### src/mov_exec_pkg.sv
// Purpose: shared constants for the data-move instruction executor
// Assumes: 8-bit data, 12-bit data space, four quarter-phases per cycle
// Notes:   register offsets are byte addresses on the AXI4-Lite slave
package mov_exec_pkg;

    localparam int          DATA_W          = 8;
    localparam int          DADDR_W         = 12;
    localparam int          WORD_W          = 16;
    localparam int          AXI_ADDR_W      = 8;

    // opcode fields
    localparam logic [5:0]  OPC_REG_COPY    = 6'h14;
    localparam logic [3:0]  OPC_MM_SRC      = 4'hc;
    localparam logic [3:0]  OPC_MM_DST      = 4'hf;
    localparam int          DEST_BIT        = 9;
    localparam int          ACCESS_BIT      = 8;

    // access bank split and indexed range
    localparam logic [7:0]  INDEXED_MAX     = 8'h5f;
    localparam logic [3:0]  ACCESS_LOW_PAGE = 4'h0;
    localparam logic [3:0]  ACCESS_HI_PAGE  = 4'hf;

    // accumulator location in the data space
    localparam logic [11:0] ACC_ADDR_DEF    = 12'hff8;

    // quarter phases
    localparam logic [1:0]  Q1              = 2'h0;
    localparam logic [1:0]  Q2              = 2'h1;
    localparam logic [1:0]  Q3              = 2'h2;
    localparam logic [1:0]  Q4              = 2'h3;

    // register offsets
    localparam logic [7:0]  OFS_CTRL        = 8'h00;
    localparam logic [7:0]  OFS_BANK        = 8'h04;
    localparam logic [7:0]  OFS_INDEX       = 8'h08;
    localparam logic [7:0]  OFS_ACC         = 8'h0c;
    localparam logic [7:0]  OFS_STATUS      = 8'h10;
    localparam logic [7:0]  OFS_COUNT       = 8'h14;

    // field positions
    localparam int          CTRL_EXT_BIT    = 0;
    localparam int          STAT_Z_BIT      = 0;
    localparam int          STAT_N_BIT      = 1;
    localparam int          STAT_BUSY_BIT   = 2;

    // reset values
    localparam logic        EXT_RST         = 1'b0;
    localparam logic [3:0]  BANK_RST        = 4'h0;
    localparam logic [11:0] INDEX_RST       = 12'h000;
    localparam logic [7:0]  ACC_RST         = 8'h00;
    localparam logic [15:0] COUNT_RST       = 16'h0000;

    // AXI responses
    localparam logic [1:0]  RESP_OKAY       = 2'h0;
    localparam logic [1:0]  RESP_SLVERR     = 2'h2;

endpackage

### src/quarter_phase_gen.sv
// Purpose: quarter-phase counter, Q1..Q4 on successive clocks
// Assumes: synchronous active-high reset
// Notes:   restarts at Q1 after reset
`timescale 1ns/1ps
`default_nettype none
module quarter_phase_gen (
    input  wire logic       mclk_i,
    input  wire logic       rst_i,
    output logic      [1:0] q_o
);
    import mov_exec_pkg::*;

    logic [1:0] q_reg;
    logic [1:0] q_next;

    always_comb begin
        q_next = q_reg + 2'h1;
    end

    always_ff @(posedge mclk_i) begin
        if (rst_i) begin
            q_reg <= Q1;
        end else begin
            q_reg <= q_next;
        end
    end

    assign q_o = q_reg;
endmodule
`default_nettype wire

### src/data_addr_form.sv
// Purpose: forms the 12-bit data address of a register-copy operand
// Assumes: bank select holds only its low nibble
// Notes:   purely combinational
`timescale 1ns/1ps
`default_nettype none
module data_addr_form (
    input  wire logic [7:0]  f_i,
    input  wire logic        access_sel_i,
    input  wire logic        ext_en_i,
    input  wire logic [3:0]  bank_i,
    input  wire logic [11:0] index_base_i,
    output logic      [11:0] addr_o
);
    import mov_exec_pkg::*;

    always_comb begin
        if (access_sel_i) begin
            addr_o = {bank_i, f_i};
        end else if (ext_en_i && (f_i <= INDEXED_MAX)) begin
            addr_o = index_base_i + {4'h0, f_i};
        end else if (f_i <= INDEXED_MAX) begin
            addr_o = {ACCESS_LOW_PAGE, f_i};
        end else begin
            addr_o = {ACCESS_HI_PAGE, f_i};
        end
    end
endmodule
`default_nettype wire

### src/register_move_instruction_exec.sv
// Purpose: executes the register-copy and memory-to-memory copy instructions
// Assumes: fetch stage and data memory share mclk_i; memory read data one clock late
// Notes:   one instruction cycle is four clocks, Q1..Q4
//
// Overview of operation
// - opcode 0101 00da ffff ffff copies a register, updating negative and zero
// - destination bit 0 writes accumulator, 1 writes back to the source register
// - access bit 0 uses access bank, 1 uses bank select plus register field
// - access bit 0, extended set on, field up to 5Fh: indexed offset addressing
// - memory copy moves any byte 000h..FFFh unchanged, flags untouched
// - memory copy is two words: 1100 plus source, 1111 plus destination
// - accumulator may be source or destination of the memory copy
// - memory copy first cycle: decode, read source in Q2, idle Q4
// - memory copy second cycle: no dummy read, destination write in Q4
//
// Implementation choices: register access over AXI4-Lite and the register offsets.
`timescale 1ns/1ps
`default_nettype none
module register_move_instruction_exec #(
    parameter logic [11:0] ACC_ADDR = mov_exec_pkg::ACC_ADDR_DEF
) (
    input  wire logic                               mclk_i,
    input  wire logic                               rst_i,
    input  wire logic [mov_exec_pkg::AXI_ADDR_W-1:0] s_axi_awaddr_i,
    input  wire logic                               s_axi_awvalid_i,
    output logic                                    s_axi_awready_o,
    input  wire logic [31:0]                        s_axi_wdata_i,
    input  wire logic [3:0]                         s_axi_wstrb_i,
    input  wire logic                               s_axi_wvalid_i,
    output logic                                    s_axi_wready_o,
    output logic      [1:0]                         s_axi_bresp_o,
    output logic                                    s_axi_bvalid_o,
    input  wire logic                               s_axi_bready_i,
    input  wire logic [mov_exec_pkg::AXI_ADDR_W-1:0] s_axi_araddr_i,
    input  wire logic                               s_axi_arvalid_i,
    output logic                                    s_axi_arready_o,
    output logic      [31:0]                        s_axi_rdata_o,
    output logic      [1:0]                         s_axi_rresp_o,
    output logic                                    s_axi_rvalid_o,
    input  wire logic                               s_axi_rready_i,
    input  wire logic [mov_exec_pkg::WORD_W-1:0]    instr_word_i,
    input  wire logic                               instr_valid_i,
    output logic                                    instr_ready_o,
    output logic      [mov_exec_pkg::DADDR_W-1:0]   mem_addr_o,
    output logic                                    mem_rd_o,
    input  wire logic [mov_exec_pkg::DATA_W-1:0]    mem_rdata_i,
    output logic                                    mem_wr_o,
    output logic      [mov_exec_pkg::DATA_W-1:0]    mem_wdata_o
);
    import mov_exec_pkg::*;

    typedef enum logic [2:0] {S_DECODE, S_COPY, S_MM_SRC, S_MM_WAIT, S_MM_DST} exec_state_e;

    ////////////////////////////////////////////////////////////////////////////////
    // declarations

    logic [1:0]         q;
    exec_state_e        state_reg;
    exec_state_e        state_next;
    logic [15:0]        word_reg;
    logic [15:0]        word_next;
    logic [11:0]        addr_reg;
    logic [11:0]        addr_next;
    logic [7:0]         data_reg;
    logic [7:0]         data_next;
    logic [7:0]         acc_reg;
    logic [7:0]         acc_next;
    logic               flag_n_reg;
    logic               flag_n_next;
    logic               flag_z_reg;
    logic               flag_z_next;
    logic [15:0]        count_reg;
    logic [15:0]        count_next;
    logic               ext_en_reg;
    logic               ext_en_next;
    logic [3:0]         bank_reg;
    logic [3:0]         bank_next;
    logic [11:0]        index_reg;
    logic [11:0]        index_next;
    logic [11:0]        copy_addr;
    logic [7:0]         src_val;
    logic               take;
    logic               is_copy;
    logic               is_mm_src;
    logic               src_is_acc;

    logic               aw_hold_reg;
    logic               aw_hold_next;
    logic [7:0]         aw_addr_reg;
    logic [7:0]         aw_addr_next;
    logic               w_hold_reg;
    logic               w_hold_next;
    logic [31:0]        w_data_reg;
    logic [31:0]        w_data_next;
    logic [3:0]         w_strb_reg;
    logic [3:0]         w_strb_next;
    logic               bvalid_reg;
    logic               bvalid_next;
    logic [1:0]         bresp_reg;
    logic [1:0]         bresp_next;
    logic               rvalid_reg;
    logic               rvalid_next;
    logic [31:0]        rdata_reg;
    logic [31:0]        rdata_next;
    logic [1:0]         rresp_reg;
    logic [1:0]         rresp_next;
    logic               do_write;
    logic [31:0]        rd_word;
    logic               rd_hit;

    ////////////////////////////////////////////////////////////////////////////////
    // submodules

    quarter_phase_gen u_qgen (
        .mclk_i (mclk_i),
        .rst_i  (rst_i),
        .q_o    (q)
    );

    data_addr_form u_addr (
        .f_i          (instr_word_i[7:0]),
        .access_sel_i (instr_word_i[ACCESS_BIT]),
        .ext_en_i     (ext_en_reg),
        .bank_i       (bank_reg),
        .index_base_i (index_reg),
        .addr_o       (copy_addr)
    );

    ////////////////////////////////////////////////////////////////////////////////
    // instruction execution

    assign instr_ready_o = (q == Q1) && ((state_reg == S_DECODE) || (state_reg == S_MM_WAIT));
    assign take          = instr_ready_o && instr_valid_i;
    assign is_copy       = (instr_word_i[15:10] == OPC_REG_COPY);
    assign is_mm_src     = (instr_word_i[15:12] == OPC_MM_SRC);
    assign src_is_acc    = (addr_reg == ACC_ADDR);
    assign src_val       = src_is_acc ? acc_reg : mem_rdata_i;

    assign mem_rd_o = (q == Q2) && !src_is_acc
                      && ((state_reg == S_COPY) || (state_reg == S_MM_SRC));
    assign mem_wr_o = (q == Q4) && !src_is_acc
                      && (((state_reg == S_COPY) && word_reg[DEST_BIT])
                          || (state_reg == S_MM_DST));
    assign mem_addr_o  = addr_reg;
    assign mem_wdata_o = data_reg;

    always_comb begin
        state_next  = state_reg;
        word_next   = word_reg;
        addr_next   = addr_reg;
        data_next   = data_reg;
        acc_next    = acc_reg;
        flag_n_next = flag_n_reg;
        flag_z_next = flag_z_reg;
        count_next  = count_reg;
        if (do_write && (aw_addr_reg == OFS_ACC) && w_strb_reg[0]) begin
            acc_next = w_data_reg[7:0];
        end
        case (state_reg)
            S_DECODE: begin
                if (take) begin
                    word_next = instr_word_i;
                    if (is_copy) begin
                        addr_next  = copy_addr;
                        state_next = S_COPY;
                    end else if (is_mm_src) begin
                        addr_next  = instr_word_i[11:0];
                        state_next = S_MM_SRC;
                    end
                end
            end
            S_COPY: begin
                if (q == Q3) begin
                    data_next   = src_val;
                    flag_z_next = (src_val == 8'h00);
                    flag_n_next = src_val[7];
                end
                if (q == Q4) begin
                    if (!word_reg[DEST_BIT] || src_is_acc) begin
                        acc_next = data_reg;
                    end
                    count_next = count_reg + 16'h0001;
                    state_next = S_DECODE;
                end
            end
            S_MM_SRC: begin
                if (q == Q3) begin
                    data_next = src_val;
                end
                if (q == Q4) begin
                    state_next = S_MM_WAIT;
                end
            end
            S_MM_WAIT: begin
                if (take) begin
                    word_next = instr_word_i;
                    if (instr_word_i[15:12] == OPC_MM_DST) begin
                        addr_next  = instr_word_i[11:0];
                        state_next = S_MM_DST;
                    end else begin
                        state_next = S_DECODE;
                    end
                end
            end
            S_MM_DST: begin
                if (q == Q4) begin
                    if (src_is_acc) begin
                        acc_next = data_reg;
                    end
                    count_next = count_reg + 16'h0001;
                    state_next = S_DECODE;
                end
            end
            default: begin
                state_next = S_DECODE;
            end
        endcase
    end

    always_ff @(posedge mclk_i) begin
        if (rst_i) begin
            state_reg  <= S_DECODE;
            word_reg   <= 16'h0000;
            addr_reg   <= 12'h000;
            data_reg   <= 8'h00;
            acc_reg    <= ACC_RST;
            flag_n_reg <= 1'b0;
            flag_z_reg <= 1'b0;
            count_reg  <= COUNT_RST;
        end else begin
            state_reg  <= state_next;
            word_reg   <= word_next;
            addr_reg   <= addr_next;
            data_reg   <= data_next;
            acc_reg    <= acc_next;
            flag_n_reg <= flag_n_next;
            flag_z_reg <= flag_z_next;
            count_reg  <= count_next;
        end
    end

    ////////////////////////////////////////////////////////////////////////////////
    // configuration registers

    always_comb begin
        ext_en_next = ext_en_reg;
        bank_next   = bank_reg;
        index_next  = index_reg;
        if (do_write) begin
            if ((aw_addr_reg == OFS_CTRL) && w_strb_reg[0]) begin
                ext_en_next = w_data_reg[CTRL_EXT_BIT];
            end
            if ((aw_addr_reg == OFS_BANK) && w_strb_reg[0]) begin
                bank_next = w_data_reg[3:0];
            end
            if ((aw_addr_reg == OFS_INDEX) && w_strb_reg[0]) begin
                index_next[7:0] = w_data_reg[7:0];
            end
            if ((aw_addr_reg == OFS_INDEX) && w_strb_reg[1]) begin
                index_next[11:8] = w_data_reg[11:8];
            end
        end
    end

    always_ff @(posedge mclk_i) begin
        if (rst_i) begin
            ext_en_reg <= EXT_RST;
            bank_reg   <= BANK_RST;
            index_reg  <= INDEX_RST;
        end else begin
            ext_en_reg <= ext_en_next;
            bank_reg   <= bank_next;
            index_reg  <= index_next;
        end
    end

    ////////////////////////////////////////////////////////////////////////////////
    // AXI4-Lite slave

    assign s_axi_awready_o = !aw_hold_reg && !bvalid_reg;
    assign s_axi_wready_o  = !w_hold_reg && !bvalid_reg;
    assign s_axi_arready_o = !rvalid_reg;
    assign s_axi_bvalid_o  = bvalid_reg;
    assign s_axi_bresp_o   = bresp_reg;
    assign s_axi_rvalid_o  = rvalid_reg;
    assign s_axi_rdata_o   = rdata_reg;
    assign s_axi_rresp_o   = rresp_reg;
    assign do_write        = aw_hold_reg && w_hold_reg;

    always_comb begin
        rd_word = 32'h0000_0000;
        rd_hit  = 1'b1;
        case (s_axi_araddr_i)
            OFS_CTRL:   rd_word[CTRL_EXT_BIT] = ext_en_reg;
            OFS_BANK:   rd_word[3:0] = bank_reg;
            OFS_INDEX:  rd_word[11:0] = index_reg;
            OFS_ACC:    rd_word[7:0] = acc_reg;
            OFS_STATUS: begin
                rd_word[STAT_Z_BIT]    = flag_z_reg;
                rd_word[STAT_N_BIT]    = flag_n_reg;
                rd_word[STAT_BUSY_BIT] = (state_reg != S_DECODE);
            end
            OFS_COUNT:  rd_word[15:0] = count_reg;
            default:    rd_hit = 1'b0;
        endcase
    end

    always_comb begin
        aw_hold_next = aw_hold_reg;
        aw_addr_next = aw_addr_reg;
        w_hold_next  = w_hold_reg;
        w_data_next  = w_data_reg;
        w_strb_next  = w_strb_reg;
        bvalid_next  = bvalid_reg;
        bresp_next   = bresp_reg;
        rvalid_next  = rvalid_reg;
        rdata_next   = rdata_reg;
        rresp_next   = rresp_reg;
        if (s_axi_awvalid_i && s_axi_awready_o) begin
            aw_hold_next = 1'b1;
            aw_addr_next = s_axi_awaddr_i;
        end
        if (s_axi_wvalid_i && s_axi_wready_o) begin
            w_hold_next = 1'b1;
            w_data_next = s_axi_wdata_i;
            w_strb_next = s_axi_wstrb_i;
        end
        if (do_write) begin
            aw_hold_next = 1'b0;
            w_hold_next  = 1'b0;
            bvalid_next  = 1'b1;
            bresp_next   = (aw_addr_reg <= OFS_COUNT) && (aw_addr_reg[1:0] == 2'h0)
                           ? RESP_OKAY : RESP_SLVERR;
        end else if (bvalid_reg && s_axi_bready_i) begin
            bvalid_next = 1'b0;
        end
        if (s_axi_arvalid_i && s_axi_arready_o) begin
            rvalid_next = 1'b1;
            rdata_next  = rd_word;
            rresp_next  = rd_hit ? RESP_OKAY : RESP_SLVERR;
        end else if (rvalid_reg && s_axi_rready_i) begin
            rvalid_next = 1'b0;
        end
    end

    always_ff @(posedge mclk_i) begin
        if (rst_i) begin
            aw_hold_reg <= 1'b0;
            aw_addr_reg <= 8'h00;
            w_hold_reg  <= 1'b0;
            w_data_reg  <= 32'h0000_0000;
            w_strb_reg  <= 4'h0;
            bvalid_reg  <= 1'b0;
            bresp_reg   <= RESP_OKAY;
            rvalid_reg  <= 1'b0;
            rdata_reg   <= 32'h0000_0000;
            rresp_reg   <= RESP_OKAY;
        end else begin
            aw_hold_reg <= aw_hold_next;
            aw_addr_reg <= aw_addr_next;
            w_hold_reg  <= w_hold_next;
            w_data_reg  <= w_data_next;
            w_strb_reg  <= w_strb_next;
            bvalid_reg  <= bvalid_next;
            bresp_reg   <= bresp_next;
            rvalid_reg  <= rvalid_next;
            rdata_reg   <= rdata_next;
            rresp_reg   <= rresp_next;
        end
    end
endmodule
`default_nettype wire

### config.mk
export PLATFORM = sky130hd
export DESIGN_NAME = register_move_instruction_exec
export DESIGN_NICKNAME = d
export VERILOG_FILES = /design/src/mov_exec_pkg.sv /design/src/quarter_phase_gen.sv /design/src/data_addr_form.sv /design/src/register_move_instruction_exec.sv
export SDC_FILE = /design/constraint.sdc
export NUM_CORES = 1
export LEC_CHECK = 0
export CORE_ASPECT_RATIO = 0.6
export CORE_MARGIN = 5
export CORE_UTILIZATION = 45
export CTS_CLUSTER_SIZE = 24
export DETAILED_ROUTE_END_ITERATION = 8
export DONT_BUFFER_PORTS = 1
export GPL_ROUTABILITY_DRIVEN = 0
export GPL_TIMING_DRIVEN = 0
export HOLD_SLACK_MARGIN = 0.06
export PLACE_DENSITY = 0.7
export SETUP_SLACK_MARGIN = 0.4
export SLEW_MARGIN = 25
export SYNTH_ARGS = -nofsm -noshare
export SYNTH_HDL_FRONTEND = slang
export SYNTH_HIERARCHICAL = 1
export SYNTH_SLANG_ARGS = --single-unit
### constraint.sdc
create_clock -name mclk_i -period 3 [get_ports mclk_i]
set_clock_uncertainty 0.1 [all_clocks]
set_input_delay 0.3 -clock mclk_i [delete_from_list [all_inputs] [get_ports mclk_i]]
set_output_delay 0.3 -clock mclk_i [all_outputs]
set_load 0.01 [all_outputs]
==> impl_metrics.env <==
export IMPL_ys_warn_count=6
export IMPL_drv_slew=0
export IMPL_clock_latency_ps=420
export IMPL_timing_slew_headroom_pct=37.39
export IMPL_leakage_nw=2.788
export IMPL_die_area_mm2=0.01583
export IMPL_yosysUniqueCellTypes=76
export IMPL_switching_share_pct=24.44
export IMPL_io_buffers=0
export IMPL_first_pass_iters=5
export IMPL_cts_tree="built"
export IMPL_cp_required_ps=3230
export IMPL_clock_sinks=113
export IMPL_antenna_found_initial=0
export IMPL_grt_remaining_overflow=0
export IMPL_comb_power_share_pct=8.8
export IMPL_fin_crit_ps=2508
export IMPL_core_mm2=0.01297
export IMPL_post_route_drc_count=0
export IMPL_r2r_end="mem_addr_o[11]"
export IMPL_ant_nets=0
export IMPL_drtIter0Drc=451
export IMPL_p_clk_share_pct=48.5
export IMPL_cts_max_path_buffers=2
export IMPL_synthCells=693
export IMPL_holdPathStages=2
export IMPL_diodes=0
export IMPL_synth_edf_count=0
export IMPL_synthArstFlopShare_pct=0
export IMPL_dpl_hpwl_um=14020
export IMPL_period_share_pct=83.58
export IMPL_htree_num_levels=4
export IMPL_grt_start_max_net_pins=17
export IMPL_power_share_sequential_pct=42.6
export IMPL_synth_top_area_share_pct=37.67
export IMPL_path_clk_slew_ps=50
export IMPL_end_kind="flop"
export IMPL_status="completed"
export IMPL_final_common_cell="dfxtp_1"
export IMPL_fp_dieH_um=99.48
export IMPL_area_growth_syn_to_layout_pct=22.36
export IMPL_cts_buffers=17
export IMPL_finalNetCount=871
export IMPL_start_util_pct=46.29
export IMPL_reg2reg_depth=8
export IMPL_vias_per_cell=5.996
export IMPL_final_setup_viol_count=0
export IMPL_synth_area_leaders="dfxtp_1, mux2i_1, nand2_1"
export IMPL_place_detailed_instances=880
export IMPL_track_usage_pct=23.11
export IMPL_rrSetupSlack_ps=490
export IMPL_power_total_w=0.003710
export IMPL_setup_worst_path_start="index_reg[3]"
export IMPL_irDropWorstVdd_uv=377.2
export IMPL_max_freq_mhz=398.8
export IMPL_rsz0062_at_grt="false"
export IMPL_ys_seq_area_share_pct=37.67
export IMPL_drive_above_1_share_pct=13.32
export IMPL_netlist_area_mm2=0.006005
export IMPL_path_max_fanout=4
export IMPL_wl_per_cell_um=19.65
export IMPL_clock_root_buffer="clkbuf_16"
export IMPL_vias=5744
export IMPL_fp_row_count=32
export IMPL_grt_pass1_vias=5443
export IMPL_arrival_ps=2730
export IMPL_power_density_mw_per_mm2=505.0
export IMPL_hold_violations=0
export IMPL_setup_tns_ps=0
export IMPL_avgSynthCellArea_um2=8.665
export IMPL_crit_type="reg -> reg"
export IMPL_endpoint="mem_addr_o[11]"
export IMPL_ys_ff_latch=113
export IMPL_startpoint_type="flop"
export IMPL_die_w_um=159.1
export IMPL_synth_flop_cell="dfxtp_1"
export IMPL_yosysTopAreaCell="dfxtp_1"
export IMPL_hold_slack_ps=43.36
export IMPL_stdcell_count=958
export IMPL_final_core_util_pct=56.64
export IMPL_ioPinCount=148
export IMPL_min_path_type="in -> reg"
export IMPL_final_cell_mix="dfxtp_1, nand2_1, a21oi_1"
export IMPL_switchingPower_w=0.0009066
export IMPL_drv_cap=0
export IMPL_wl_um=18820
export IMPL_r2r_start="index_reg[3]"
export IMPL_intPower_w=0.002803
export IMPL_worst_pin_slew_ps=930.5
export IMPL_grt_pass1_wl_um=29430
-- worst min-delay path by stage --
| stage | start | end |
|---|---|---|
| after floorplan | rst_i | u_qgen/q_o[0] |
| after global placement | rst_i | u_qgen/q_o[0] |
| after detailed placement | rst_i | u_qgen/q_o[1] |
| after CTS | instr_word_i[6] | mem_addr_o[6] |
| after global routing | instr_word_i[10] | mem_addr_o[10] |
| final | instr_word_i[10] | mem_addr_o[10] |
-- kinds of logic (layout without fill, tap and decap cells) --
family                     Yosys count  in the layout  share of synthesized area [%]
AOI/OAI and AO/OA                  188            188                          20.48
xor gates and xnor gates            13             13                          2.021
adders and majority gates           10             10                          2.209
buffers and inverters               67            145                          6.626
DFF                                113            113                          37.67
muxes                               54             54                          9.252
other                                1             18                        0.06245
and+or+nand+nor                    247            247                          21.67
-- timing repair --
| action | in CTS | in global routing |
|---|---|---|
| hold buffers | 46 | 0 |
| hold endpoints to repair | 46 | 0 |
| resized for setup | 3 | 13 |
| buffers inserted | 1 | 1 |
| endpoints found under the setup margin | 3 | 3 |
| pin swaps | 1 | 2 |
-- critical path, stage by stage, from the launching register on --
cell	delay (ps)
dfxtp_1	400
ha_4	340
o211ai_1	160
o211ai_1	210
o21ai_1	160
or4_1	500
o211ai_1	140
a41oi_1	170
a211oi_2	260
-- power by group through the flow --
stage	sequential [W]	combinational, W	clock, W
global placement	0.00161	0.000260	0
detailed placement	0.00161	0.000269	0
floorplan	0.00159	0.000216	0
CTS	0.00158	0.000318	0.00181
finish	0.00158	0.000328	0.00180
global route	0.00158	0.000359	0.00187
-- metrics by stage --
step / cell area (um2) / worst slack (ps)
after floorplan: 6068 / 675.5
after global placement: 6281 / 279.9
after detailed placement: 6281 / 240.2
after CTS: 7278 / 360.3
after global routing: 7347 / 401.3
final: 7347 / 492.5
-- layout make-up --
type                            instances  area [um2]
Clock buffer                           23       488.0
Buffer                                 56       356.6
Multi-Input combinational cell        530        3473
Inverter                               11       41.29
Clock inverter                          7       35.03
Timing Repair Buffer                   48       475.5
Fill cell                            1138        5625
Tap cell                              170       212.7
Sequential cell                       113        2265
-- per-layer routing --
layer	wire length [um]	GRT usage (%)	share of wire, %
met3	2040	6.211	11
met1	8556	33.15	45
met2	7922	34.03	42
met5	0	0	0
met4	301	6.881	1.6
-- synth_stat cells, types with 3 or more instances --
cell type and number:
and3b_1 3, nor2_1 51, and2_1 5, or3_1 7
o211ai_1 5, nor2b_1 14, o2bb2ai_1 10, o31ai_1 15
xnor2_1 3, or2_2 3, nand3b_1 4, o22ai_1 3
buf_6 3, nor4_1 8, clkbuf_8 5, nand2b_1 6
nand2_1 80, nor3_1 7, inv_1 11, nand4_1 14
clkbuf_1 23, a31oi_1 5, mux2i_1 42, buf_4 18
o21a_1 4, dfxtp_1 113, buf_2 3, xor2_1 9
ha_1 9, a22oi_1 18, nand3_1 12, mux2_2 12
or4_1 8, a21oi_1 56, nand4b_1 6, o21ai_0 38
a211oi_1 14
No activity file was read; power rests on OpenSTA's default activity.
